`src/include/pfb_pkg.sv`:
```
// Package with register map, field positions and carrier types of the planar frame buffer logic.
package pfb_pkg;

   // ------------------------------------------------------------------
   // I/O ports and register indices
   // ------------------------------------------------------------------
   localparam logic [15:0] PFB_PORT_SEQ_INDEX = 16'h03c4;
   localparam logic [15:0] PFB_PORT_SEQ_DATA = 16'h03c5;
   localparam logic [15:0] PFB_PORT_GFX_INDEX = 16'h03ce;
   localparam logic [15:0] PFB_PORT_GFX_DATA = 16'h03cf;

   localparam logic [2:0] PFB_SEQ_PLANE_WRITE_MASK = 3'h2;
   localparam logic [2:0] PFB_SEQ_FONT_TABLE_SELECT = 3'h3;
   localparam logic [2:0] PFB_SEQ_MEMORY_MAPPING_MODE = 3'h4;
   localparam logic [2:0] PFB_SEQ_CHAR_COUNTER_HOLD = 3'h7;

   localparam logic [3:0] PFB_GFX_SET_RESET_VALUE = 4'h0;
   localparam logic [3:0] PFB_GFX_SET_RESET_ENABLE = 4'h1;
   localparam logic [3:0] PFB_GFX_COLOUR_COMPARE_VALUE = 4'h2;
   localparam logic [3:0] PFB_GFX_ROTATE_AND_FUNCTION = 4'h3;
   localparam logic [3:0] PFB_GFX_READ_PLANE_CHOICE = 4'h4;
   localparam logic [3:0] PFB_GFX_GRAPHICS_MODE_CONTROL = 4'h5;
   localparam logic [3:0] PFB_GFX_MISC = 4'h6;
   localparam logic [3:0] PFB_GFX_COMPARE_IGNORE_MASK = 4'h7;
   localparam logic [3:0] PFB_GFX_BIT_WRITE_MASK = 4'h8;

   // ------------------------------------------------------------------
   // Field positions
   // ------------------------------------------------------------------
   localparam int PFB_MM_EXT_BIT = 1;
   localparam int PFB_MM_BYTE_PAIR_BIT = 2;
   localparam int PFB_MM_FOUR_PLANE_BIT = 3;
   localparam int PFB_RF_FUNC_LSB = 3;
   localparam int PFB_GM_READ_MODE_BIT = 3;

   // ------------------------------------------------------------------
   // Reset values and sizes
   // ------------------------------------------------------------------
   localparam logic [7:0] PFB_RESET_BYTE = 8'h00;
   localparam logic [3:0] PFB_GFX_INDEX_RESET = 4'h0;
   localparam logic [3:0] PFB_PLANE_MASK_RESET = 4'hf;
   localparam logic [7:0] PFB_BIT_MASK_RESET = 8'hff;
   localparam int PFB_ADDR_W = 16;
   localparam int PFB_CHAR_CNT_W = 8;
   localparam int PFB_LINE_CNT_W = 10;

   typedef enum logic [1:0] {
      PFB_FN_PASS = 2'b00,
      PFB_FN_AND = 2'b01,
      PFB_FN_OR = 2'b10,
      PFB_FN_XOR = 2'b11
   } pfb_func_t;

   // Host I/O cycle toward the index/data ports.
   typedef struct packed {
      logic wr;
      logic rd;
      logic [15:0] port;
      logic [7:0] data;
   } pfb_io_req_t;

   // Host frame buffer cycle.
   typedef struct packed {
      logic wr;
      logic rd;
      logic [17:0] addr;
      logic [7:0] data;
   } pfb_mem_req_t;

   // Per-plane memory access toward the plane arrays.
   typedef struct packed {
      logic wr;
      logic rd;
      logic [15:0] addr;
      logic [3:0] plane_en;
      logic [31:0] data;
      logic [7:0] bit_mask;
   } pfb_plane_req_t;

endpackage : pfb_pkg

```
`src/hw/pfb_access.sv`:
```
// Host register file, plane steering and display counter hold of the planar frame buffer logic.
//
// How it works
// [RULE_01] Four-plane interleave: address bits pick plane.
// [RULE_02] Byte-pair bit affects writes only, without interleave.
// [RULE_03] Byte-pair 0: odd/even planes; 1: mask planes.
// [RULE_04] Extended bit off limits access to 64KB.
// [RULE_05] Font table select honoured only with extended.
// [RULE_06] Counter-hold write zeroes character counter until release.
// [RULE_07] Line counter advances from horizontal display enable.
// [RULE_08] Host uses sequencer index then data port.
// [RULE_09] Data port access goes to indexed register.
// [RULE_10] Graphics index resets to zero, nine registers.
// [RULE_11] Mode 0 enabled planes get set/reset copies.
// [RULE_12] Mode 3 rotated data ANDed mask, set/reset colour.
// [RULE_13] Enable bits act only in write mode 0.
// [RULE_14] Read mode 1 returns colour compare result.
// [RULE_15] Function field combines data with read latch.
// [RULE_16] Write data rotated right by rotate count.
// [RULE_17] Plane write mask gates plane writes always.
// [RULE_18] Read mode 0 returns selected plane byte.
// [RULE_19] Order: rotate, set/reset, function, masks.
`timescale 1ns/1ps
module pfb_access #(
   parameter int H_TOTAL = 100,
   parameter int H_DISPLAY = 80
) (
   // Clock and control
   input wire logic i_mclk,
   input wire logic i_rst_n,
   input wire logic i_ce,
   // Host I/O and memory cycles
   input wire pfb_pkg::pfb_io_req_t i_io,
   input wire pfb_pkg::pfb_mem_req_t i_mem,
   output logic [7:0] o_io_rdata,
   output logic [7:0] o_mem_rdata,
   output logic o_mem_ack,
   // Plane memory
   output pfb_pkg::pfb_plane_req_t o_plane,
   input wire logic [31:0] i_plane_rdata,
   // Display
   output logic [2:0] o_font_a,
   output logic [2:0] o_font_b,
   output logic [7:0] o_char_count,
   output logic [9:0] o_line_count
);
   import pfb_pkg::*;

   // ------------------------------------------------------------------
   // Register file
   // ------------------------------------------------------------------
   logic [2:0] seq_idx_q, seq_idx_d;
   logic [3:0] gfx_idx_q, gfx_idx_d;
   logic [7:0] seq_q [0:7];
   logic [7:0] seq_d [0:7];
   logic [7:0] gfx_q [0:8];
   logic [7:0] gfx_d [0:8];
   logic hold_q, hold_d;
   logic [7:0] io_rdata_q, io_rdata_d;

   function automatic logic [7:0] seq_reset(input int i);
      return (i == PFB_SEQ_PLANE_WRITE_MASK) ? {4'h0, PFB_PLANE_MASK_RESET} : PFB_RESET_BYTE;
   endfunction : seq_reset

   always_comb begin
      seq_idx_d = seq_idx_q;
      gfx_idx_d = gfx_idx_q;
      seq_d = seq_q;
      gfx_d = gfx_q;
      hold_d = hold_q;
      io_rdata_d = io_rdata_q;
      if (i_io.wr) begin
         unique case (i_io.port)
            PFB_PORT_SEQ_INDEX: seq_idx_d = i_io.data[2:0];
            PFB_PORT_GFX_INDEX: gfx_idx_d = i_io.data[3:0]; // [RULE_10]
            PFB_PORT_SEQ_DATA: begin
               seq_d[seq_idx_q] = i_io.data; // [RULE_08]
               hold_d = (seq_idx_q == PFB_SEQ_CHAR_COUNTER_HOLD); // [RULE_06]
            end
            PFB_PORT_GFX_DATA: begin
               if (gfx_idx_q <= PFB_GFX_BIT_WRITE_MASK) begin
                  gfx_d[gfx_idx_q] = i_io.data; // [RULE_09]
               end
            end
            default: ;
         endcase
      end
      if (i_io.rd) begin
         unique case (i_io.port)
            PFB_PORT_SEQ_INDEX: io_rdata_d = {5'h00, seq_idx_q};
            PFB_PORT_GFX_INDEX: io_rdata_d = {4'h0, gfx_idx_q};
            PFB_PORT_SEQ_DATA: io_rdata_d = seq_q[seq_idx_q];
            PFB_PORT_GFX_DATA: io_rdata_d = (gfx_idx_q <= PFB_GFX_BIT_WRITE_MASK) ?
               gfx_q[gfx_idx_q] : 8'h00; // [RULE_09]
            default: io_rdata_d = 8'hff;
         endcase
      end
   end

   always_ff @(posedge i_mclk) begin
      if (!i_rst_n) begin
         seq_idx_q <= 3'h0;
         gfx_idx_q <= PFB_GFX_INDEX_RESET; // [RULE_10]
         for (int i = 0; i < 8; i++) begin
            seq_q[i] <= seq_reset(i);
         end
         for (int i = 0; i < 9; i++) begin
            gfx_q[i] <= (i == PFB_GFX_BIT_WRITE_MASK) ? PFB_BIT_MASK_RESET : PFB_RESET_BYTE;
         end
         hold_q <= 1'b0;
         io_rdata_q <= PFB_RESET_BYTE;
      end else if (i_ce) begin
         seq_idx_q <= seq_idx_d;
         gfx_idx_q <= gfx_idx_d;
         seq_q <= seq_d;
         gfx_q <= gfx_d;
         hold_q <= hold_d;
         io_rdata_q <= io_rdata_d;
      end
   end
   assign o_io_rdata = io_rdata_q;

   // ------------------------------------------------------------------
   // Mode decode
   // ------------------------------------------------------------------
   logic [7:0] mm;
   logic four_plane, byte_pair, ext_mem;
   logic [3:0] plane_mask;
   logic [7:0] gmode;
   assign mm = seq_q[PFB_SEQ_MEMORY_MAPPING_MODE];
   assign four_plane = mm[PFB_MM_FOUR_PLANE_BIT];
   assign byte_pair = mm[PFB_MM_BYTE_PAIR_BIT];
   assign ext_mem = mm[PFB_MM_EXT_BIT];
   assign plane_mask = seq_q[PFB_SEQ_PLANE_WRITE_MASK][3:0];
   assign gmode = gfx_q[PFB_GFX_GRAPHICS_MODE_CONTROL];

   // Plane enables for a CPU cycle; reads ignore the byte-pair bit.
   function automatic logic [3:0] plane_sel(input logic [17:0] a, input logic is_wr);
      logic [3:0] s;
      s = 4'hf;
      if (four_plane) begin
         s = 4'h1 << a[1:0]; // [RULE_01]
      end else if (is_wr && !byte_pair) begin
         s = a[0] ? 4'ha : 4'h5; // [RULE_02] [RULE_03]
      end
      return s;
   endfunction : plane_sel

   function automatic logic [15:0] plane_addr(input logic [17:0] a);
      logic [17:0] r;
      r = a;
      if (four_plane) begin
         r = a >> 2;
      end
      return r[15:0];
   endfunction : plane_addr

   // ------------------------------------------------------------------
   // Frame buffer access
   // ------------------------------------------------------------------
   logic [31:0] latch_q, latch_d;
   pfb_plane_req_t plane_q, plane_d;
   logic rd_pend_q, rd_pend_d;
   logic [1:0] rd_plane_q, rd_plane_d;
   logic ack_q, ack_d;
   logic [7:0] mem_rdata_q, mem_rdata_d;
   logic [31:0] wp_data;
   logic [7:0] wp_mask;
   logic [7:0] wp_cmp;
   logic in_range;

   pfb_write_path u_write_path (
      .i_write_mode(gmode[1:0]),
      .i_sr_value(gfx_q[PFB_GFX_SET_RESET_VALUE][3:0]),
      .i_sr_enable(gfx_q[PFB_GFX_SET_RESET_ENABLE][3:0]),
      .i_rotate(gfx_q[PFB_GFX_ROTATE_AND_FUNCTION][2:0]),
      .i_func(gfx_q[PFB_GFX_ROTATE_AND_FUNCTION][PFB_RF_FUNC_LSB +: 2]),
      .i_bit_mask(gfx_q[PFB_GFX_BIT_WRITE_MASK]),
      .i_cmp_value(gfx_q[PFB_GFX_COLOUR_COMPARE_VALUE][3:0]),
      .i_cmp_care(gfx_q[PFB_GFX_COMPARE_IGNORE_MASK][3:0]),
      .i_cpu_data(i_mem.data),
      .i_latch(latch_q),
      .i_planes(i_plane_rdata),
      .o_wr_data(wp_data),
      .o_wr_mask(wp_mask),
      .o_cmp_result(wp_cmp)
   );

   // Without the extended bit only the first 64KB answers; writes above are dropped,
   // reads above return all ones.
   assign in_range = ext_mem || (plane_addr(i_mem.addr) == i_mem.addr[15:0] &&
      i_mem.addr[17:16] == 2'b00 && !four_plane) || (four_plane && i_mem.addr[17:16] == 2'b00); // [RULE_04]

   always_comb begin
      plane_d = '0;
      latch_d = latch_q;
      rd_pend_d = 1'b0;
      rd_plane_d = rd_plane_q;
      ack_d = 1'b0;
      mem_rdata_d = mem_rdata_q;
      if (i_mem.wr) begin
         ack_d = 1'b1;
         if (in_range) begin
            plane_d.wr = 1'b1;
            plane_d.addr = plane_addr(i_mem.addr);
            plane_d.plane_en = plane_sel(i_mem.addr, 1'b1) & plane_mask; // [RULE_17]
            plane_d.data = wp_data; // [RULE_19]
            plane_d.bit_mask = wp_mask;
         end
      end else if (i_mem.rd) begin
         if (in_range) begin
            plane_d.rd = 1'b1;
            plane_d.addr = plane_addr(i_mem.addr);
            plane_d.plane_en = plane_sel(i_mem.addr, 1'b0);
            rd_pend_d = 1'b1;
            rd_plane_d = four_plane ? i_mem.addr[1:0] :
               gfx_q[PFB_GFX_READ_PLANE_CHOICE][1:0]; // [RULE_18] [RULE_01]
         end else begin
            ack_d = 1'b1;
            mem_rdata_d = 8'hff; // [RULE_04]
         end
      end
      if (rd_pend_q) begin
         latch_d = i_plane_rdata;
         ack_d = 1'b1;
         mem_rdata_d = gmode[PFB_GM_READ_MODE_BIT] ? wp_cmp : // [RULE_14]
            i_plane_rdata[rd_plane_q*8 +: 8]; // [RULE_18]
      end
   end

   always_ff @(posedge i_mclk) begin
      if (!i_rst_n) begin
         plane_q <= '0;
         latch_q <= 32'h0000_0000;
         rd_pend_q <= 1'b0;
         rd_plane_q <= 2'h0;
         ack_q <= 1'b0;
         mem_rdata_q <= PFB_RESET_BYTE;
      end else if (i_ce) begin
         plane_q <= plane_d;
         latch_q <= latch_d;
         rd_pend_q <= rd_pend_d;
         rd_plane_q <= rd_plane_d;
         ack_q <= ack_d;
         mem_rdata_q <= mem_rdata_d;
      end
   end
   assign o_plane = plane_q;
   assign o_mem_ack = ack_q;
   assign o_mem_rdata = mem_rdata_q;

   // ------------------------------------------------------------------
   // Display counters and font select
   // ------------------------------------------------------------------
   logic [7:0] hcnt_q, hcnt_d;
   logic [9:0] vcnt_q, vcnt_d;
   logic [2:0] font_a_q, font_a_d, font_b_q, font_b_d;
   logic [7:0] fts;

   assign fts = seq_q[PFB_SEQ_FONT_TABLE_SELECT];

   always_comb begin
      hcnt_d = hcnt_q;
      vcnt_d = vcnt_q;
      if (hold_q) begin
         hcnt_d = 8'h00; // [RULE_06]
      end else if (hcnt_q == 8'(H_TOTAL - 1)) begin
         hcnt_d = 8'h00;
      end else begin
         hcnt_d = hcnt_q + 8'h01;
      end
      // Line advance comes from the end of display enable, which a hold suppresses.
      if (!hold_q && hcnt_q == 8'(H_DISPLAY - 1)) begin
         vcnt_d = vcnt_q + 10'h001; // [RULE_07]
      end
      // Without extended memory only tables 0 and 1 remain reachable.
      font_a_d = ext_mem ? {fts[1:0], fts[4]} : {2'b00, fts[4]}; // [RULE_05]
      font_b_d = ext_mem ? {fts[3:2], fts[5]} : {2'b00, fts[5]}; // [RULE_05]
   end

   always_ff @(posedge i_mclk) begin
      if (!i_rst_n) begin
         hcnt_q <= 8'h00;
         vcnt_q <= 10'h000;
         font_a_q <= 3'h0;
         font_b_q <= 3'h0;
      end else if (i_ce) begin
         hcnt_q <= hcnt_d;
         vcnt_q <= vcnt_d;
         font_a_q <= font_a_d;
         font_b_q <= font_b_d;
      end
   end
   assign o_char_count = hcnt_q;
   assign o_line_count = vcnt_q;
   assign o_font_a = font_a_q;
   assign o_font_b = font_b_q;

endmodule : pfb_access

```
`src/hw/pfb_write_path.sv`:
```
// Combinational write datapath and colour compare of the planar frame buffer logic.
`timescale 1ns/1ps
module pfb_write_path (
   // Configuration
   input wire logic [1:0] i_write_mode,
   input wire logic [3:0] i_sr_value,
   input wire logic [3:0] i_sr_enable,
   input wire logic [2:0] i_rotate,
   input wire logic [1:0] i_func,
   input wire logic [7:0] i_bit_mask,
   input wire logic [3:0] i_cmp_value,
   input wire logic [3:0] i_cmp_care,
   // Data
   input wire logic [7:0] i_cpu_data,
   input wire logic [31:0] i_latch,
   input wire logic [31:0] i_planes,
   output logic [31:0] o_wr_data,
   output logic [7:0] o_wr_mask,
   output logic [7:0] o_cmp_result
);
   import pfb_pkg::*;

   function automatic logic [7:0] rotr(input logic [7:0] v, input logic [2:0] n);
      logic [15:0] dbl;
      dbl = {v, v} >> n;
      return dbl[7:0];
   endfunction : rotr

   logic [7:0] rot;
   logic [7:0] src;
   logic [7:0] lat;

   always_comb begin
      rot = rotr(i_cpu_data, i_rotate); // [RULE_16] [RULE_19]
      o_wr_mask = i_bit_mask;
      o_wr_data = '0;
      if (i_write_mode == 2'h3) begin
         o_wr_mask = rot & i_bit_mask; // [RULE_12]
      end
      for (int p = 0; p < 4; p++) begin
         src = rot;
         lat = i_latch[p*8 +: 8];
         if (i_write_mode == 2'h3) begin
            src = {8{i_sr_value[p]}}; // [RULE_12]
         end else if (i_write_mode == 2'h0 && i_sr_enable[p]) begin
            src = {8{i_sr_value[p]}}; // [RULE_11] [RULE_13]
         end
         unique case (pfb_func_t'(i_func)) // [RULE_15]
            PFB_FN_PASS: o_wr_data[p*8 +: 8] = src;
            PFB_FN_AND: o_wr_data[p*8 +: 8] = src & lat;
            PFB_FN_OR: o_wr_data[p*8 +: 8] = src | lat;
            PFB_FN_XOR: o_wr_data[p*8 +: 8] = src ^ lat;
         endcase
      end
      o_cmp_result = 8'hff;
      for (int p = 0; p < 4; p++) begin
         if (i_cmp_care[p]) begin
            o_cmp_result = o_cmp_result & ~(i_planes[p*8 +: 8] ^ {8{i_cmp_value[p]}}); // [RULE_14]
         end
      end
   end

endmodule : pfb_write_path

```
`config.mk`:
```
export PLATFORM = sky130hd
export DESIGN_NAME = pfb_access
export DESIGN_NICKNAME = d
export VERILOG_FILES = /design/src/include/pfb_pkg.sv /design/src/hw/pfb_access.sv /design/src/hw/pfb_write_path.sv
export SDC_FILE = /design/constraint.sdc
export NUM_CORES = 1
export LEC_CHECK = 0
export BUFFER_PORTS_ARGS = -buffer_cell sky130_fd_sc_hd__clkbuf_2
export CAP_MARGIN = 20
export CORE_MARGIN = 5
export CORE_UTILIZATION = 42
export DETAILED_ROUTE_END_ITERATION = 7
export GPL_ROUTABILITY_DRIVEN = 0
export SYNTH_ARGS = -nofsm -noshare
export SYNTH_HDL_FRONTEND = slang
export SYNTH_SLANG_ARGS = --single-unit
```
`constraint.sdc`:
```
create_clock -name i_mclk -period 4.2 [get_ports i_mclk]
set_input_delay 0.21 -clock i_mclk [delete_from_list [all_inputs] [get_ports i_mclk]]
set_output_delay 0.21 -clock i_mclk [all_outputs]
set_load 0.01 [all_outputs]
```
=== Word-level counts from Yosys, hierarchy flattened ===
Cells that the tools add are included.

* Eq/ne operators: 14
* Multiplexer cells: 62
* Bitwise gates (word level): 28
* Magnitude comparators: 5
* Reductions and logical operators: 27
* Shifts and indexed selects: 3
* $add $sub $neg: 2

{| class="wikitable"
|+ Operator list
! operator !! count
|-
| 8-bit two-way mux || 27
|-
| 8-bit case mux with 4 select lines || 5
|-
| 72-bit bitwise mux || 1
|-
| 8-bit AND || 8
|-
| 64-bit bitwise mux || 1
|-
| 16-bit by 10-bit == test with 1-bit output, second input constant || 4
|-
| 8-bit XOR || 8
|-
| 60-bit two-way mux || 1
|-
| 21-bit two-way mux || 2
|-
| 40-bit two-way mux || 1
|-
| 8-bit binary-select mux with 4-bit select || 1
|-
| 8-bit demux with 4-bit select || 1
|-
| 8-bit NOT || 4
|-
| 8-bit bitwise OR || 4
|-
| 32-bit by 6-bit variable part select with 8-bit output || 1
|-
| 8-bit binary-select mux with 3-bit select || 1
|-
| 8-bit demux with 3-bit select || 1
|-
| 4-bit two-way mux || 6
|-
| 20-bit two-way mux || 1
|-
| 16-bit == test || 1
|-
| 8-bit by 7-bit == test with 1-bit output, second input constant || 2
|-
| 16-bit two-way mux || 1
|-
| 16-bit by 3-bit right shift with 8-bit output || 1
|-
| 4-bit AND reduction || 3
|-
| other kinds (27) || 55
|}

* Logic and storage cells: 177
* Bits of input ports: 89
* Register bits after elaboration: 282
* Output and inout bits: 103

=== Logic depth before layout (Yosys ltp) ===
Gate-level depths: netlist of the first run.

* Depth after elaboration: 11
* Depth in mapped cells: 11
* Mapped depth without buffers: 10

=== By module ===
Synthesis of the first run repeated with hierarchy kept, for this count alone.

* Cells, all modules: 1729
* Area, all modules: 16169.3 µm²

{| class="wikitable"
|+ Modules (own cells, without submodules)
! module !! area each (µm²) !! instances !! cells an instance !! seq. area each (µm²)
|-
| pfb_access || 12567.1 || 1 || 1336 || 5625.4
|-
| pfb_write_path || 3602.2 || 1 || 393 || 0.0
|}

=== Least setup slack after synthesis of the first run ===
No wires, ideal clock.

* Path kind: register -> register
* From: register gfx_q[41] (netlist name)
* To: register plane_q, in the netlist o_plane[14]
* Path buffers: 1
* Stages on the path, launching flop included: 10
* Required time: 4.078 ns
* Path slack: 1.298 ns
* Clock period less this slack: 2.902 ns
* Arrival: 2.780 ns
* Cells stage by stage: dfxtp_1 -> clkbuf_1 -> mux4_2 -> mux2_2 -> o21ai_0 -> ha_1 -> mux2_2 -> a21oi_1 -> a21oi_1 -> a221o_1

* Cells in the longest elaborated chain, start to end: 7
* Elaborated cells between the ends (all ways): 9

{| class="wikitable"
|+ Ends and longest elaborated chain
! item !! line !! RTL
|-
| from (decl) || pfb_access.sv:56 || <nowiki>logic [7:0] gfx_q [0:8];</nowiki>
|-
| from (signal, indexed assignment) || pfb_access.sv:108 || <nowiki>gfx_q[i] <= (i == PFB_GFX_BIT_WRITE_MASK) ? PFB_BIT_MASK_RESET : PFB_RESET_BYTE;</nowiki>
|-
| from (signal assigned) || pfb_access.sv:116 || <nowiki>gfx_q <= gfx_d;</nowiki>
|-
| 16-bit by 3-bit right shift with 8-bit output * || pfb_write_path.sv:25 || <nowiki>dbl = {v, v} >> n;</nowiki>
|-
| 8-bit two-way mux * || pfb_write_path.sv:45 || <nowiki>end else if (i_write_mode == 2'h0 && i_sr_enable[p]) begin</nowiki>
|-
| 8-bit two-way mux * || pfb_write_path.sv:43 || <nowiki>if (i_write_mode == 2'h3) begin</nowiki>
|-
| 8-bit XOR, or another cell as far along || pfb_write_path.sv:52 || <nowiki>PFB_FN_XOR: o_wr_data[p*8 +: 8] = src ^ lat;</nowiki>
|-
| 8-bit case mux with 4 select lines * || pfb_write_path.sv:48 || <nowiki>unique case (pfb_func_t'(i_func))</nowiki>
|-
| 60-bit two-way mux * || pfb_access.sv:203 || <nowiki>if (in_range) begin</nowiki>
|-
| 40-bit two-way mux * || pfb_access.sv:201 || <nowiki>if (i_mem.wr) begin</nowiki>
|-
| to (signal assigned) || pfb_access.sv:240 || <nowiki>plane_q <= plane_d;</nowiki>
|-
| to (decl) || pfb_access.sv:162 || <nowiki>pfb_plane_req_t plane_q, plane_d;</nowiki>
|}

Every way passes the cells marked *; elsewhere a longest branch is shown, timed or not.
A chain may end at the register's enable or synchronous reset.

=== Final worst setup path of the first run ===
* From: register gfx_q[41] (netlist name)
* To: register plane_q, in the netlist o_plane[35]

The elaborated chain is that of the path after synthesis.

==> reports/summary.json, run 1 <==
{
  "sta": {
    "timing.fmax_mhz": 318,
    "hold_viol_final": 0,
    "worst_slew_margin_rel_pct": 35.1,
    "setup-violations-final": 0,
    "finalClockSkew_ns": 0.0146,
    "finalCritPeriodShare_pct": 74.8,
    "slew_of_the_pin_with_the_lowest_slew_margin_ns": 0.947,
    "min_period_ns": 3.14,
    "setup_slack_ns": 1.06,
    "grt_setup_unrepaired": "false",
    "setup_total_negative_slack_ns": 0,
    "final_max_slew_viol_count": 0
  },
  "synth": {
    "synth.yosys.seq_area_share_pct": 36.6,
    "syn-mean-instance-area_sq_um": 9.07,
    "mappedNetlistNets": 1850,
    "post_synthesis_xor_xnor_area_fraction_pct": 2.51,
    "synth-async-reset-ratio_pct": 0,
    "ys_ff_latch": 281,
    "synth-warning-count": 0,
    "synthMuxAreaShare_pct": 19.3,
    "synthAdderAreaFrac_pct": 5.37,
    "synth.area.top_cells": "sky130_fd_sc_hd__dfxtp_1 (37%), sky130_fd_sc_hd__mux2i_1 (12%), sky130_fd_sc_hd__ha_1 (5.4%), sky130_fd_sc_hd__nand2_1 (4.8%), sky130_fd_sc_hd__nor2b_1 (4.0%)",
    "synthesis.instances": 1695,
    "synth_compound_area_share_pct": 14.7,
    "synth_area_leader_cell": "sky130_fd_sc_hd__dfxtp_1",
    "synthFlopType": "sky130_fd_sc_hd__dfxtp_1",
    "synth_edf_count": 0,
    "yosysUniqueCellTypes": 66,
    "largest_family_of_logic_cells_by_synthesized_area": "multiplexers",
    "yosysTopAreaCellShare_pct": 36.6,
    "synth_simple_gate_area_share_pct": 16.6,
    "summed_instance_area_of_the_synthesized_netlist_sq_um": 15400
  },
  "worst_setup_path": {
    "reg2regPathDepth": 8,
    "r2r_start": "gfx_q[41]",
    "critical_path_depth": 8,
    "worst-endpoint-required_ns": 4.59,
    "crit_path_max_fanout": 10,
    "critical-path-top-delay-family": "multiplexers",
    "reg2reg_setup_slack_ns": 1.06,
    "crit_path_start": "gfx_q[41]",
    "rr_endpoint": "o_plane[35]",
    "cp_slowest_cell": "sky130_fd_sc_hd__dfxtp_1",
    "slowest_delay_ns": 0.64,
    "worst_path_class_setup": "flip-flop to flip-flop",
    "timing.critical_path.cells": "mux4_2, mux2_2, o21ai_0, ha_1, mux2_2, a21oi_1, a21oi_1, a221o_1",
    "path_buf_inv": 0,
    "cp-end-kind": "flip-flop",
    "crit_path_start_kind": "flip-flop",
    "arrival_ns": 3.53
  },
  "route": {
    "wl_mm": 45.8,
    "routed-wl-met2_mm": 21.1,
    "drt_pre_antenna_iters": 5,
    "drt.antenna.violating_nets": 0,
    "top_signal_layer_used": "met4",
    "detail_route.wirelength.met1_mm": 20.6,
    "route.vias.total": 13000,
    "routed-wl-met3_mm": 2.81,
    "vias_per_cell": 5.61,
    "dr.first_iter.drc_count": 971,
    "remaining_drc_errors": 0,
    "drt-wirelength-per-cell_um": 19.7
  },
  "finish": {
    "most-common-layout-cells": "sky130_fd_sc_hd__dfxtp_1 (280), sky130_fd_sc_hd__nand2_1 (197), sky130_fd_sc_hd__clkbuf_2 (190)",
    "multi_input_area_sq_um": 8990,
    "n_diodes": 0,
    "finalInstanceArea_sq_um": 17900,
    "area.sequential_sq_um": 5630,
    "nNetsFinal": 1993,
    "area_grow_syn2layout_pct": 16.5,
    "drive_above_1_share_pct": 18.6,
    "n_fill_cell": 3425,
    "final_common_cell": "sky130_fd_sc_hd__dfxtp_1"
  },
  "clock_tree": {
    "postCtsResizedCells": 0,
    "cts_root_buf": "sky130_fd_sc_hd__clkbuf_16",
    "clock_path_buffers": 3,
    "cts_tree": "yes",
    "clock_insertion_delay_worst_skew_ns": 0.51,
    "cts_max_level": 2,
    "postCtsSetupRepairBufs": 0,
    "clock_sink_count": 281,
    "clkTransAtPathRegs_ns": 0.05,
    "tritoncts.num_buffers": 35,
    "ctsHoldBuffers": 21
  },
  "min_path": {
    "worst_hold_path.endpoint": "latch_q[5]",
    "hold_path.startpoint": "i_plane_rdata[5]",
    "min_path_type": "input port to flip-flop",
    "hold-path-cell-count": 3
  },
  "global_route": {
    "wire_length_of_the_first_global_routing_pass_mm": 72.6,
    "global_route.overflow_total": 0,
    "grt_start_max_net_pins": 177,
    "grt_antenna_before_repair": 0,
    "grt_pass1_vias": 12900,
    "global_route.usage.total_pct": 21.9
  },
  "pwr": {
    "leakage_nw": 7.10,
    "power_density_nw_per_um2": 334,
    "vdd_drop_max_mv": 0.221
  },
  "run_status": {
    "run_status": "complete, no violations"
  },
  "floorplan": {
    "core_area_sq_um": 36300,
    "die_w_um": 201,
    "row_count": 70,
    "die_area_sq_um": 40500,
    "ios": 192,
    "initial_cell_density_of_the_core_pct": 42.3,
    "chipHeight_um": 201
  },
  "placed_design": {
    "dp_hpwl_mm": 32.8,
    "dpl_cell_area_sq_um": 16600,
    "buffer_ports.inserted": 191,
    "pre_cts_ws_ns": 1.10
  },
  "flow_run": {
    "drv.max_cap_violation_count": 0
  }
}
through the flow:
stage / hold slack, ns / total power [mW] / instances / utilization, %
final: 0.0187 / 5.99 / 2324 / 49.3
after global routing: 0.00674 / 6.20 / 2324 / 49.3
after CTS: 0.000230 / 6.05 / 2323 / 49.2
after detailed placement: 0.445 / 3.13 / 2247 / 45.6
after global placement: 0.440 / 3.12 / 2247 / 45.6
after floorplan: 0.355 / 2.97 / 1695 / -
cells by family (layout without fill, tap and decap cells):
group / Yosys count / count (layout)
xor+xnor: 44 / 44
simple gates: 509 / 509
mux: 259 / 259
flops: 281 / 281
fa+ha+maj: 66 / 66
buf+inv: 198 / 359
compound gates: 338 / 338
final cells by class:
type | count | area share (%)
sequential | 281 | 31.4
multi-input combinational | 1216 | 50.2
tap | 468 | 3.27
timing repair buffer | 230 | 7.48
inverter | 74 | 1.55
clock buffer | 52 | 5.87
clock inverter | 3 | 0.237
per-layer routing:
layer | vias up | track usage, %
li1 | 6268 | -
met1 | 6258 | 29.2
met2 | 418 | 35.7
met3 | 92 | 4.59
met4 | 0 | 6.57
met5 | - | 0
Yosys cell counts, drive strengths merged (5+ instances only):
cell    number
a211o        5
ha          66
mux2        46
o22ai       11
a22oi       19
or3          5
dfxtp      281
buf         23
nand3       55
xnor2        6
and2        13
a32o        20
clkbuf     101
a21oi       72
nand2      197
nor2        68
o21ai       91
xor2        38
o211ai       5
a221o       13
a21boi      47
a22o         8
inv         74
mux2i      188
nor4         8
nor2b       98
mux4        25
nand4       12
nor3        18
nand2b      11
a221oi      16
and3         8
tightest hold or removal path, cell delays in order:
cell	delay (ns)
sky130_fd_sc_hd__clkbuf_2	0.13
sky130_fd_sc_hd__nand2_1	0.07
sky130_fd_sc_hd__a21boi_0	0.07
where the power goes:
group | internal, mW | total [mW] | switching, mW
Combinational | 0.150 | 0.383 | 0.233
Sequential | 2.69 | 2.71 | 0.0180
Clock | 1.78 | 2.90 | 1.12
sequential cells by signal (all words and copies together), names as in the netlist, 4 cells and up:
signal and count:
o_plane 62, gmode 8, gfx_q 64, fts 8, o_mem_rdata 8, o_line_count 10, o_io_rdata 8, latch_q 32
o_char_count 8, plane_mask 4, mm 8, seq_q 44, gfx_idx_q 4
worst max path at each step:
stage / to
final: o_plane[35]
after global routing: o_plane[35]
after CTS: o_plane[35]
after detailed placement: o_plane[35]
after global placement: o_plane[35]
after floorplan: o_plane[14]
Note: power is estimated with default switching activity, not from simulation.
==> inputs of run 2 (changes only) <==
==> constraint.sdc (replaced) <==
create_clock -name i_mclk -period 3.1 [get_ports i_mclk]
set_input_delay 0.155 -clock i_mclk [delete_from_list [all_inputs] [get_ports i_mclk]]
set_output_delay 0.155 -clock i_mclk [all_outputs]
set_load 0.01 [all_outputs]
==> run 2 against run 1 <==
Final cell count rose by 2.1%. Sequential cell count unchanged. First-iteration DRC count rose by 2.9%. Highest routed layer unchanged. Combinational power rose by 41%. Critical endpoint is now o_plane[36]. Routed wire length is 3.6% higher. Total power rose by 36%. Global-route usage increased by 0.93 points. Largest cell class unchanged. Critical path depth did not move. Register-to-register slack got worse by 0.83 ns. Sequential share of layout area shrank 0.61 points. Count of clock-buffer cells in the layout decreased by 6. Fmax is 9.5% higher.
==> reports/summary.json, run 2 (synthesis gave the netlist of run 1 again) <==
{
  "finish": {
    "area_grow_syn2layout_pct": 18.8,
    "most-common-layout-cells": "sky130_fd_sc_hd__dfxtp_1 (279), sky130_fd_sc_hd__nand2_1 (197), sky130_fd_sc_hd__clkbuf_2 (190)",
    "drive_above_1_share": {"value": 20.2, "unit": "%", "change": "+1.6 points"},
    "nNetsFinal": {"value": 2039, "change": "+2.3%"},
    "n_diodes": {"value": 0, "change": "unchanged"},
    "final_common_cell": "sky130_fd_sc_hd__dfxtp_1",
    "largest_register_ffs": {"value": 64, "change": "unchanged"},
    "layoutNonFillerInstCount": {"value": 2373, "change": "+2.1%"},
    "largest_register": "gfx_q",
    "finalInstanceArea": {"value": 18300, "unit": "sq um", "change": "+2.0%"}
  },
  "route": {
    "routed-wl-met2": {"value": 21.8, "unit": "mm", "change": "+3.2%"},
    "route.vias.total": {"value": 13300, "change": "+2.3%"},
    "drt-wirelength-per-cell": {"value": 20.0, "unit": "um", "change": "+1.4%"},
    "top_signal_layer_used": "met4",
    "dr.first_iter.drc_count": {"value": 999, "change": "+2.9%"},
    "wl": {"value": 47.5, "unit": "mm", "change": "+3.6%"},
    "detail_route.wirelength.met1": {"value": 21.1, "unit": "mm", "change": "+2.5%"},
    "drt.antenna.violating_nets": {"value": 0, "change": "unchanged"},
    "remaining_drc_errors": {"value": 0, "change": "unchanged"},
    "vias_per_cell": {"value": 5.62, "change": "+0.20%"},
    "drt_pre_antenna_iters": {"value": 5, "change": "unchanged"},
    "routed-wl-met3": {"value": 3.21, "unit": "mm", "change": "+14%"}
  },
  "clock_tree": {
    "cts_max_level": {"value": 2, "change": "unchanged"},
    "clock_insertion_delay_worst_skew": {"value": 0.52, "unit": "ns", "change": "about the same"},
    "cts_root_buf": "sky130_fd_sc_hd__clkbuf_16",
    "postCtsSetupRepairBufs": {"value": 0, "change": "unchanged"},
    "clkTransAtPathRegs": {"value": 0.06, "unit": "ns", "change": "about the same"},
    "clock_path_buffers": {"value": 3, "change": "unchanged"},
    "clock_sink_count": {"value": 281, "change": "unchanged"},
    "cts_tree": "yes",
    "tritoncts.num_buffers": {"value": 34, "change": "-2.9%"}
  },
  "placed_design": {
    "buffer_ports.inserted": {"value": 191, "change": "unchanged"},
    "pre_cts_ws": {"value": 0.123, "unit": "ns", "change": "-0.974 ns"},
    "dpl_cell_area": {"value": 16800, "unit": "sq um", "change": "+1.6%"},
    "dpl.cell_count": {"value": 2282, "change": "+1.6%"},
    "dp_hpwl": {"value": 34.2, "unit": "mm", "change": "+4.2%"}
  },
  "floorplan": {
    "core_area": {"value": 36300, "unit": "sq um", "change": "unchanged"},
    "initial_cell_density_of_the_core": {"value": 42.3, "unit": "%", "change": "unchanged"},
    "die_area": {"value": 40500, "unit": "sq um", "change": "unchanged"},
    "row_count": {"value": 70, "change": "unchanged"},
    "ios": {"value": 192, "change": "unchanged"},
    "die_w": {"value": 201, "unit": "um", "change": "unchanged"},
    "chipHeight": {"value": 201, "unit": "um", "change": "unchanged"}
  },
  "worst_setup_path": {
    "timing.critical_path.cells": "mux4_2, mux2_2, o21ai_0, ha_1, mux2_2, a21oi_1, a21oi_1, a221o_1",
    "crit_path_start_kind": "flip-flop",
    "cp-end-kind": "flip-flop",
    "critical-path-top-delay-family": "multiplexers",
    "worst_path_class_setup": "flip-flop to flip-flop",
    "slowest_delay": {"value": 0.60, "unit": "ns", "change": "-0.04 ns"},
    "crit_path_max_fanout": {"value": 7, "change": "-3"},
    "worst-endpoint-required": {"value": 3.50, "unit": "ns", "change": "-1.09 ns"},
    "arrival": {"value": 3.27, "unit": "ns", "change": "-0.26 ns"},
    "path_buf_inv": {"value": 0, "change": "unchanged"},
    "cp_slowest_cell": "sky130_fd_sc_hd__mux4_2"
  },
  "global_route": {
    "global_route.overflow_total": {"value": 0, "change": "unchanged"},
    "wire_length_of_the_first_global_routing_pass": {"value": 75.9, "unit": "mm", "change": "+4.4%"},
    "global_route.usage.total": {"value": 22.8, "unit": "%", "change": "+0.93 points"},
    "grt_antenna_before_repair": {"value": 0, "change": "unchanged"},
    "grt_start_max_net_pins": {"value": 153, "change": "-14%"},
    "grt_pass1_vias": {"value": 13200, "change": "+2.7%"}
  },
  "sta": {
    "hold_viol_final": {"value": 0, "change": "unchanged"},
    "min_period": {"value": 2.87, "unit": "ns", "change": "-0.272 ns"},
    "worst_slew_margin_rel": {"value": 37.2, "unit": "%", "change": "+2.2 points"},
    "setup_slack": {"value": 0.230, "unit": "ns", "change": "-0.828 ns"},
    "finalClockSkew": {"value": 0.0145, "unit": "ns", "change": "-0.0000782 ns"},
    "finalCritPeriodShare": {"value": 92.6, "unit": "%", "change": "+18 points"},
    "grt_setup_unrepaired": "false",
    "setup_total_negative_slack": {"value": 0, "unit": "ns", "change": "unchanged"},
    "final_max_slew_viol_count": {"value": 0, "change": "unchanged"},
    "slew_of_the_pin_with_the_lowest_slew_margin": {"value": 0.942, "unit": "ns", "change": "-0.00519 ns"},
    "timing.fmax": {"value": 348, "unit": "MHz", "change": "+9.5%"},
    "smallest_hold_slack": {"value": 0.0480, "unit": "ns", "change": "+0.0293 ns"},
    "setup-violations-final": {"value": 0, "change": "unchanged"}
  },
  "flow_run": {
    "drv.max_cap_violation_count": {"value": 0, "change": "unchanged"}
  },
  "run_status": {
    "run_status": "complete, no violations"
  },
  "pwr": {
    "power.share.sequential": {"value": 45.1, "unit": "%", "change": "about the same"},
    "power_density": {"value": 445, "unit": "nW/um^2", "change": "+33%"},
    "p_int": {"value": 6.20, "unit": "mW", "change": "+34%"},
    "sw_frac_of_total": {"value": 23.8, "unit": "%", "change": "+0.82 points"},
    "leakage": {"value": 7.32, "unit": "nW", "change": "+3.0%"},
    "p_switching": {"value": 1.93, "unit": "mW", "change": "+41%"},
    "vdd_drop_max": {"value": 0.279, "unit": "mV", "change": "+26%"},
    "power.clock.fraction": {"value": 48.2, "unit": "%", "change": "-0.2 points"},
    "p_comb_share": {"value": 6.7, "unit": "%", "change": "+0.3 points"}
  },
  "min_path": {
    "min_path_type": "input port to flip-flop"
  }
}
run 2: power by group through the flow:
stage / Clock [mW] / Combinational, mW / Sequential (mW)
after global placement: 0 / 0.493 / 3.75
after detailed placement: 0 / 0.502 / 3.75
final: 3.92 / 0.541 / 3.67
after CTS: 4.01 / 0.538 / 3.67
after global routing: 4.19 / 0.593 / 3.67
after floorplan: 0 / 0.267 / 3.75
run 2: worst paths after layout:
kind	startpoint	endpoint	depth (start not counted)	slack, ns
worst max-delay path	gfx_q[42]	o_plane[36]	8	0.23
worst min-delay path	i_mem[14]	o_plane[50]	5	0.05
worst max register to register	gfx_q[42]	o_plane[36]	8	0.23
worst min register to register	seq_q[16]	seq_q[16]	2	0.46
run 2: stage by stage:
step,power [mW],utilization (%)
5_1_grt,8.45,50.3
3_3_place_gp,4.24,46.4
4_1_cts,8.22,50.3
2_1_floorplan,4.02,-
6_report,8.13,50.3
3_5_place_dp,4.25,46.4
run 2: what timing repair did:
action                                 in CTS  in global routing
hold buffers                               34                  0
endpoints found under the hold margin      33                  0
gates resized for setup                     0                  1
setup endpoints to repair                   0                  8
run 2: tightest hold or removal path: stages:
cell and delay (ns):
sky130_fd_sc_hd__clkbuf_2 0.09, sky130_fd_sc_hd__mux2i_1 0.06, sky130_fd_sc_hd__nor2_1 0.08, sky130_fd_sc_hd__a21oi_1 0.05, sky130_fd_sc_hd__nor2b_1 0.09
run 2: layout make-up:
cell class	instances	area (sq um)
Clock buffer	46	956
Clock inverter	11	129
Fill cell	3410	18100
Inverter	74	278
Multi-Input combinational cell	1216	8990
Sequential cell	281	5630
Tap cell	468	586
Timing Repair Buffer	277	1710
run 2: per-layer routing:
| metal | up-vias | GRT usage (%) |
|---|---|---|
| li1 | 6367 | - |
| met1 | 6418 | 30.8 |
| met2 | 460 | 37.2 |
| met3 | 92 | 4.38 |
| met4 | 0 | 6.84 |
| met5 | - | 0 |
==> inputs of run 3 (changes only) <==
--- a/config.mk
+++ b/config.mk
@@ -13,4 +13,5 @@
 export GPL_ROUTABILITY_DRIVEN = 0
 export SYNTH_ARGS = -nofsm -noshare
 export SYNTH_HDL_FRONTEND = slang
+export SYNTH_HIERARCHICAL = 1
 export SYNTH_SLANG_ARGS = --single-unit
==> run 3 against run 2 <==
Die area up 4.9%. Setup slack better by 0.026 ns. Register-to-register slack better by 0.03 ns. Worst hold slack worse by 0.025 ns. Total power up 2.6%. Sequential power about the same. Design area up 5.1%. Global-route usage up 0.24 points. Critical path depth up 1. Synthesized cell count up 2.0%. Largest power group unchanged. Highest routed layer unchanged.
==> reports/summary.json, run 3 <==
{
  "placed_design": {
    "dp_hpwl": {"value": 35.6, "unit": "mm", "change": "+4.1%"},
    "buffer_ports.inserted": {"value": 191, "change": "unchanged"}
  },
  "finish": {
    "most-common-layout-cells": "sky130_fd_sc_hd__dfxtp_1 (278), sky130_fd_sc_hd__clkbuf_2 (190), sky130_fd_sc_hd__nand2_1 (177)",
    "drive_above_1_share": {"value": 20.1, "unit": "%", "change": "-0.054 points"},
    "final_common_cell": "sky130_fd_sc_hd__dfxtp_1",
    "area_grow_syn2layout": {"value": 18.7, "unit": "%", "change": "about the same"},
    "n_diodes": {"value": 0, "change": "unchanged"},
    "largest_register": "gfx_q",
    "nNetsFinal": {"value": 2071, "change": "+1.6%"},
    "largest_register_ffs": {"value": 64, "change": "unchanged"}
  },
  "pwr": {
    "leakage": {"value": 7.11, "unit": "nW", "change": "-2.8%"},
    "vdd_drop_max": {"value": 0.446, "unit": "mV", "change": "+60%"},
    "p_comb_share": {"value": 7.3, "unit": "%", "change": "+0.6 points"},
    "sw_frac_of_total": {"value": 23.0, "unit": "%", "change": "-0.77 points"},
    "power.share.sequential": {"value": 44.0, "unit": "%", "change": "-1.1 points"},
    "p_switching": {"value": 1.92, "unit": "mW", "change": "-0.75%"},
    "power": {"value": 8.33, "unit": "mW", "change": "+2.6%"},
    "p_int": {"value": 6.42, "unit": "mW", "change": "+3.6%"},
    "power.clock.fraction": {"value": 48.7, "unit": "%", "change": "+0.5 points"},
    "power_density": {"value": 434, "unit": "nW/um^2", "change": "-2.4%"}
  },
  "route": {
    "wl": {"value": 50.5, "unit": "mm", "change": "+6.5%"},
    "remaining_drc_errors": {"value": 0, "change": "unchanged"},
    "drt-wirelength-per-cell": {"value": 20.6, "unit": "um", "change": "+3.1%"},
    "drt.antenna.violating_nets": {"value": 0, "change": "unchanged"},
    "drt_pre_antenna_iters": {"value": 5, "change": "unchanged"},
    "dr.first_iter.drc_count": {"value": 1013, "change": "+1.4%"},
    "route.vias.total": {"value": 13800, "change": "+3.3%"},
    "vias_per_cell": {"value": 5.62, "change": "about the same"}
  },
  "worst_setup_path": {
    "rr_endpoint": "o_plane[34]",
    "crit_path_max_fanout": {"value": 13, "change": "+6"},
    "crit_path_start_kind": "flip-flop",
    "arrival": {"value": 3.31, "unit": "ns", "change": "+0.04 ns"},
    "worst_path_class_setup": "flip-flop to flip-flop",
    "reg2reg_setup_slack": {"value": 0.26, "unit": "ns", "change": "+0.03 ns"},
    "r2r_start": "gfx_q[42]",
    "worst-endpoint-required": {"value": 3.57, "unit": "ns", "change": "+0.07 ns"},
    "cp-end-kind": "flip-flop",
    "reg2regPathDepth": {"value": 9, "change": "+1"}
  },
  "synth": {
    "synth_compound_area_share": {"value": 18.9, "unit": "%", "change": "+4.3 points"},
    "synth_common_cells": "sky130_fd_sc_hd__dfxtp_1 (281), sky130_fd_sc_hd__nand2_1 (177), sky130_fd_sc_hd__mux2i_1 (172)",
    "syn-mean-instance-area": {"value": 9.35, "unit": "sq um", "change": "+3.1%"},
    "synth_area_leader_cell": "sky130_fd_sc_hd__dfxtp_1",
    "synth.most_common_cell": "sky130_fd_sc_hd__dfxtp_1",
    "post_synthesis_xor_xnor_area_fraction": {"value": 2.44, "unit": "%", "change": "-0.068 points"},
    "synthesis.instances": {"value": 1729, "change": "+2.0%"},
    "yosysUniqueCellTypes": {"value": 76, "change": "+15%"},
    "largest_family_of_logic_cells_by_synthesized_area": "compound AO/OA/AOI/OAI gates",
    "synthMuxAreaShare": {"value": 16.8, "unit": "%", "change": "-2.5 points"},
    "synth-async-reset-ratio": {"value": 0, "unit": "%", "change": "unchanged"},
    "synth_edf_count": {"value": 0, "change": "unchanged"},
    "summed_instance_area_of_the_synthesized_netlist": {"value": 16200, "unit": "sq um", "change": "+5.1%"},
    "synth-warning-count": {"value": 6, "change": "+6"},
    "mappedNetlistNets": {"value": 1884, "change": "+1.8%"},
    "synthAdderAreaFrac": {"value": 5.11, "unit": "%", "change": "-0.26 points"},
    "synth.area.top_cells": "sky130_fd_sc_hd__dfxtp_1 (35%), sky130_fd_sc_hd__mux2i_1 (11%), sky130_fd_sc_hd__ha_1 (5.1%), sky130_fd_sc_hd__mux4_2 (4.3%), sky130_fd_sc_hd__nor2b_1 (4.2%)",
    "synth.yosys.seq_area_share": {"value": 34.8, "unit": "%", "change": "-1.8 points"},
    "ys_ff_latch": {"value": 281, "change": "unchanged"},
    "synthFlopType": "sky130_fd_sc_hd__dfxtp_1",
    "yosysTopAreaCellShare": {"value": 34.8, "unit": "%", "change": "-1.8 points"},
    "synth_simple_gate_area_share": {"value": 16.4, "unit": "%", "change": "-0.25 points"}
  },
  "clock_tree": {
    "clock_sink_count": {"value": 281, "change": "unchanged"},
    "cts_root_buf": "sky130_fd_sc_hd__clkbuf_16",
    "clock_insertion_delay_worst_skew": {"value": 0.58, "unit": "ns", "change": "+0.06 ns"},
    "postCtsSetupRepairBufs": {"value": 0, "change": "unchanged"},
    "cts_tree": "yes",
    "cts_max_level": {"value": 1, "change": "-1"},
    "clkTransAtPathRegs": {"value": 0.06, "unit": "ns", "change": "about the same"},
    "tritoncts.num_buffers": {"value": 31, "change": "-8.8%"},
    "clock_path_buffers": {"value": 3, "change": "unchanged"}
  },
  "global_route": {
    "grt_start_max_net_pins": {"value": 65, "change": "-58%"},
    "grt_antenna_before_repair": {"value": 0, "change": "unchanged"},
    "grt_pass1_vias": {"value": 13300, "change": "+0.48%"},
    "global_route.usage.total": {"value": 23.0, "unit": "%", "change": "+0.24 points"},
    "wire_length_of_the_first_global_routing_pass": {"value": 78.0, "unit": "mm", "change": "+2.8%"},
    "global_route.overflow_total": {"value": 0, "change": "unchanged"}
  },
  "floorplan": {
    "ios": {"value": 192, "change": "unchanged"},
    "core_area": {"value": 37800, "unit": "sq um", "change": "+4.1%"},
    "row_count": {"value": 71, "change": "+1.4%"},
    "die_area": {"value": 42500, "unit": "sq um", "change": "+4.9%"},
    "initial_cell_density_of_the_core": {"value": 42.7, "unit": "%", "change": "+0.41 points"},
    "die_w": {"value": 206, "unit": "um", "change": "+2.4%"},
    "chipHeight": {"value": 206, "unit": "um", "change": "+2.4%"}
  },
  "min_path": {
    "worst_hold_path.endpoint": "o_font_b[1]",
    "hold-path-cell-count": {"value": 2, "change": "-3"},
    "min_path_type": "input port to flip-flop",
    "hold_path.startpoint": "i_rst_n"
  },
  "sta": {
    "worst_slew_margin_rel": {"value": 43.4, "unit": "%", "change": "+6.2 points"},
    "setup_total_negative_slack": {"value": 0, "unit": "ns", "change": "unchanged"},
    "finalClockSkew": {"value": 0.00979, "unit": "ns", "change": "-0.00469 ns"},
    "finalCritPeriodShare": {"value": 91.7, "unit": "%", "change": "-0.85 points"},
    "setup-violations-final": {"value": 0, "change": "unchanged"},
    "timing.fmax": {"value": 352, "unit": "MHz", "change": "+0.92%"},
    "final_max_slew_viol_count": {"value": 0, "change": "unchanged"},
    "grt_setup_unrepaired": "false",
    "min_period": {"value": 2.84, "unit": "ns", "change": "-0.0262 ns"},
    "slew_of_the_pin_with_the_lowest_slew_margin": {"value": 0.850, "unit": "ns", "change": "-0.0924 ns"},
    "hold_viol_final": {"value": 0, "change": "unchanged"}
  },
  "run_status": {
    "run_status": "complete, no violations"
  },
  "flow_run": {
    "drv.max_cap_violation_count": {"value": 0, "change": "unchanged"}
  }
}
[run 3: cell count changes in the layout (fill, tap and decap cells not counted), sizes merged, moves of 20 or more]
cell / delta
o21ai: -28
a22oi: +23
nand2: -20
inv: -32
a21o: +28
a31o: +23
a22o: +34
dlygate4sd3: +22
mux2: -36
a211oi: +33
[run 3: how the worst max path moves through the flow]
stage | startpoint | end | slack [ns] | depth (start not counted)
floorplan | gfx_q[42] | o_plane[12] | 0.76 | 11
global placement | gfx_q[41] | o_plane[37] | 0.28 | 9
detailed placement | gfx_q[41] | o_plane[37] | 0.22 | 9
CTS | gfx_q[41] | o_plane[37] | 0.20 | 9
global route | gfx_q[42] | o_plane[10] | 0.07 | 9
finish | gfx_q[42] | o_plane[34] | 0.26 | 9
[run 3: final cells by class]
cell class | count | area [sq um]
Multi-Input combinational cell | 1252 | 9640
Timing Repair Buffer | 308 | 2010
Inverter | 42 | 158
Fill cell | 3582 | 18600
Clock inverter | 14 | 255
Clock buffer | 43 | 861
Sequential cell | 281 | 5630
Tap cell | 511 | 639
[run 3: kinds of logic after synthesis]
kind of cell	Yosys count
AND/OR/NAND/NOR	495
AO/OA/AOI/OAI	425
flip-flops	281
multiplexers	221
buffers and inverters	196
adder cells (fa/ha/maj)	66
XOR/XNOR	45
[run 3: timing repair]
action	4_1_cts	5_1_grt
hold buffers	56	0
endpoints found under the hold margin	56	0
resized for setup	0	1
setup endpoints to repair	0	1
[run 3: critical path: stages, from the launching register on]
cell	delay (ns)
sky130_fd_sc_hd__dfxtp_1	0.64
sky130_fd_sc_hd__mux4_2	0.64
sky130_fd_sc_hd__mux2i_4	0.46
sky130_fd_sc_hd__a21o_1	0.19
sky130_fd_sc_hd__ha_1	0.21
sky130_fd_sc_hd__mux2i_1	0.15
sky130_fd_sc_hd__a22o_1	0.15
sky130_fd_sc_hd__a211oi_1	0.05
sky130_fd_sc_hd__a22oi_1	0.17
sky130_fd_sc_hd__nor2b_1	0.06
[run 3: routing by layer]
layer / GRT usage [%] / routed length [um] / up-vias
li1: - / - / 6584
met1: 32.6 / 23200 / 6678
met2: 37.9 / 23600 / 433
met3: 2.75 / 2660 / 77
met4: 5.04 / 1060 / 0
met5: 0 / 0 / -
[run 3: power groups by stage]
| stage | registers [mW] | clock network [mW] | logic (mW) |
|---|---|---|---|
| floorplan | 3.75 | 0 | 0.317 |
| detailed placement | 3.75 | 0 | 0.544 |
| global route | 3.67 | 4.28 | 0.658 |
| finish | 3.67 | 4.06 | 0.605 |
| CTS | 3.67 | 4.15 | 0.601 |
| global placement | 3.75 | 0 | 0.534 |
[run 3: metrics by stage]
step	utilization, %	cell area, sq um	setup slack (ns)	std cells	hold WS, ns
2_1_floorplan	-	16200	0.763	1729	0.300
3_3_place_gp	46.2	17500	0.284	2337	0.440
5_1_grt	50.7	19200	0.0672	2451	0.0301
6_report	50.7	19200	0.256	2451	0.0234
3_5_place_dp	46.2	17500	0.222	2337	0.447
4_1_cts	50.7	19200	0.203	2450	0.00371
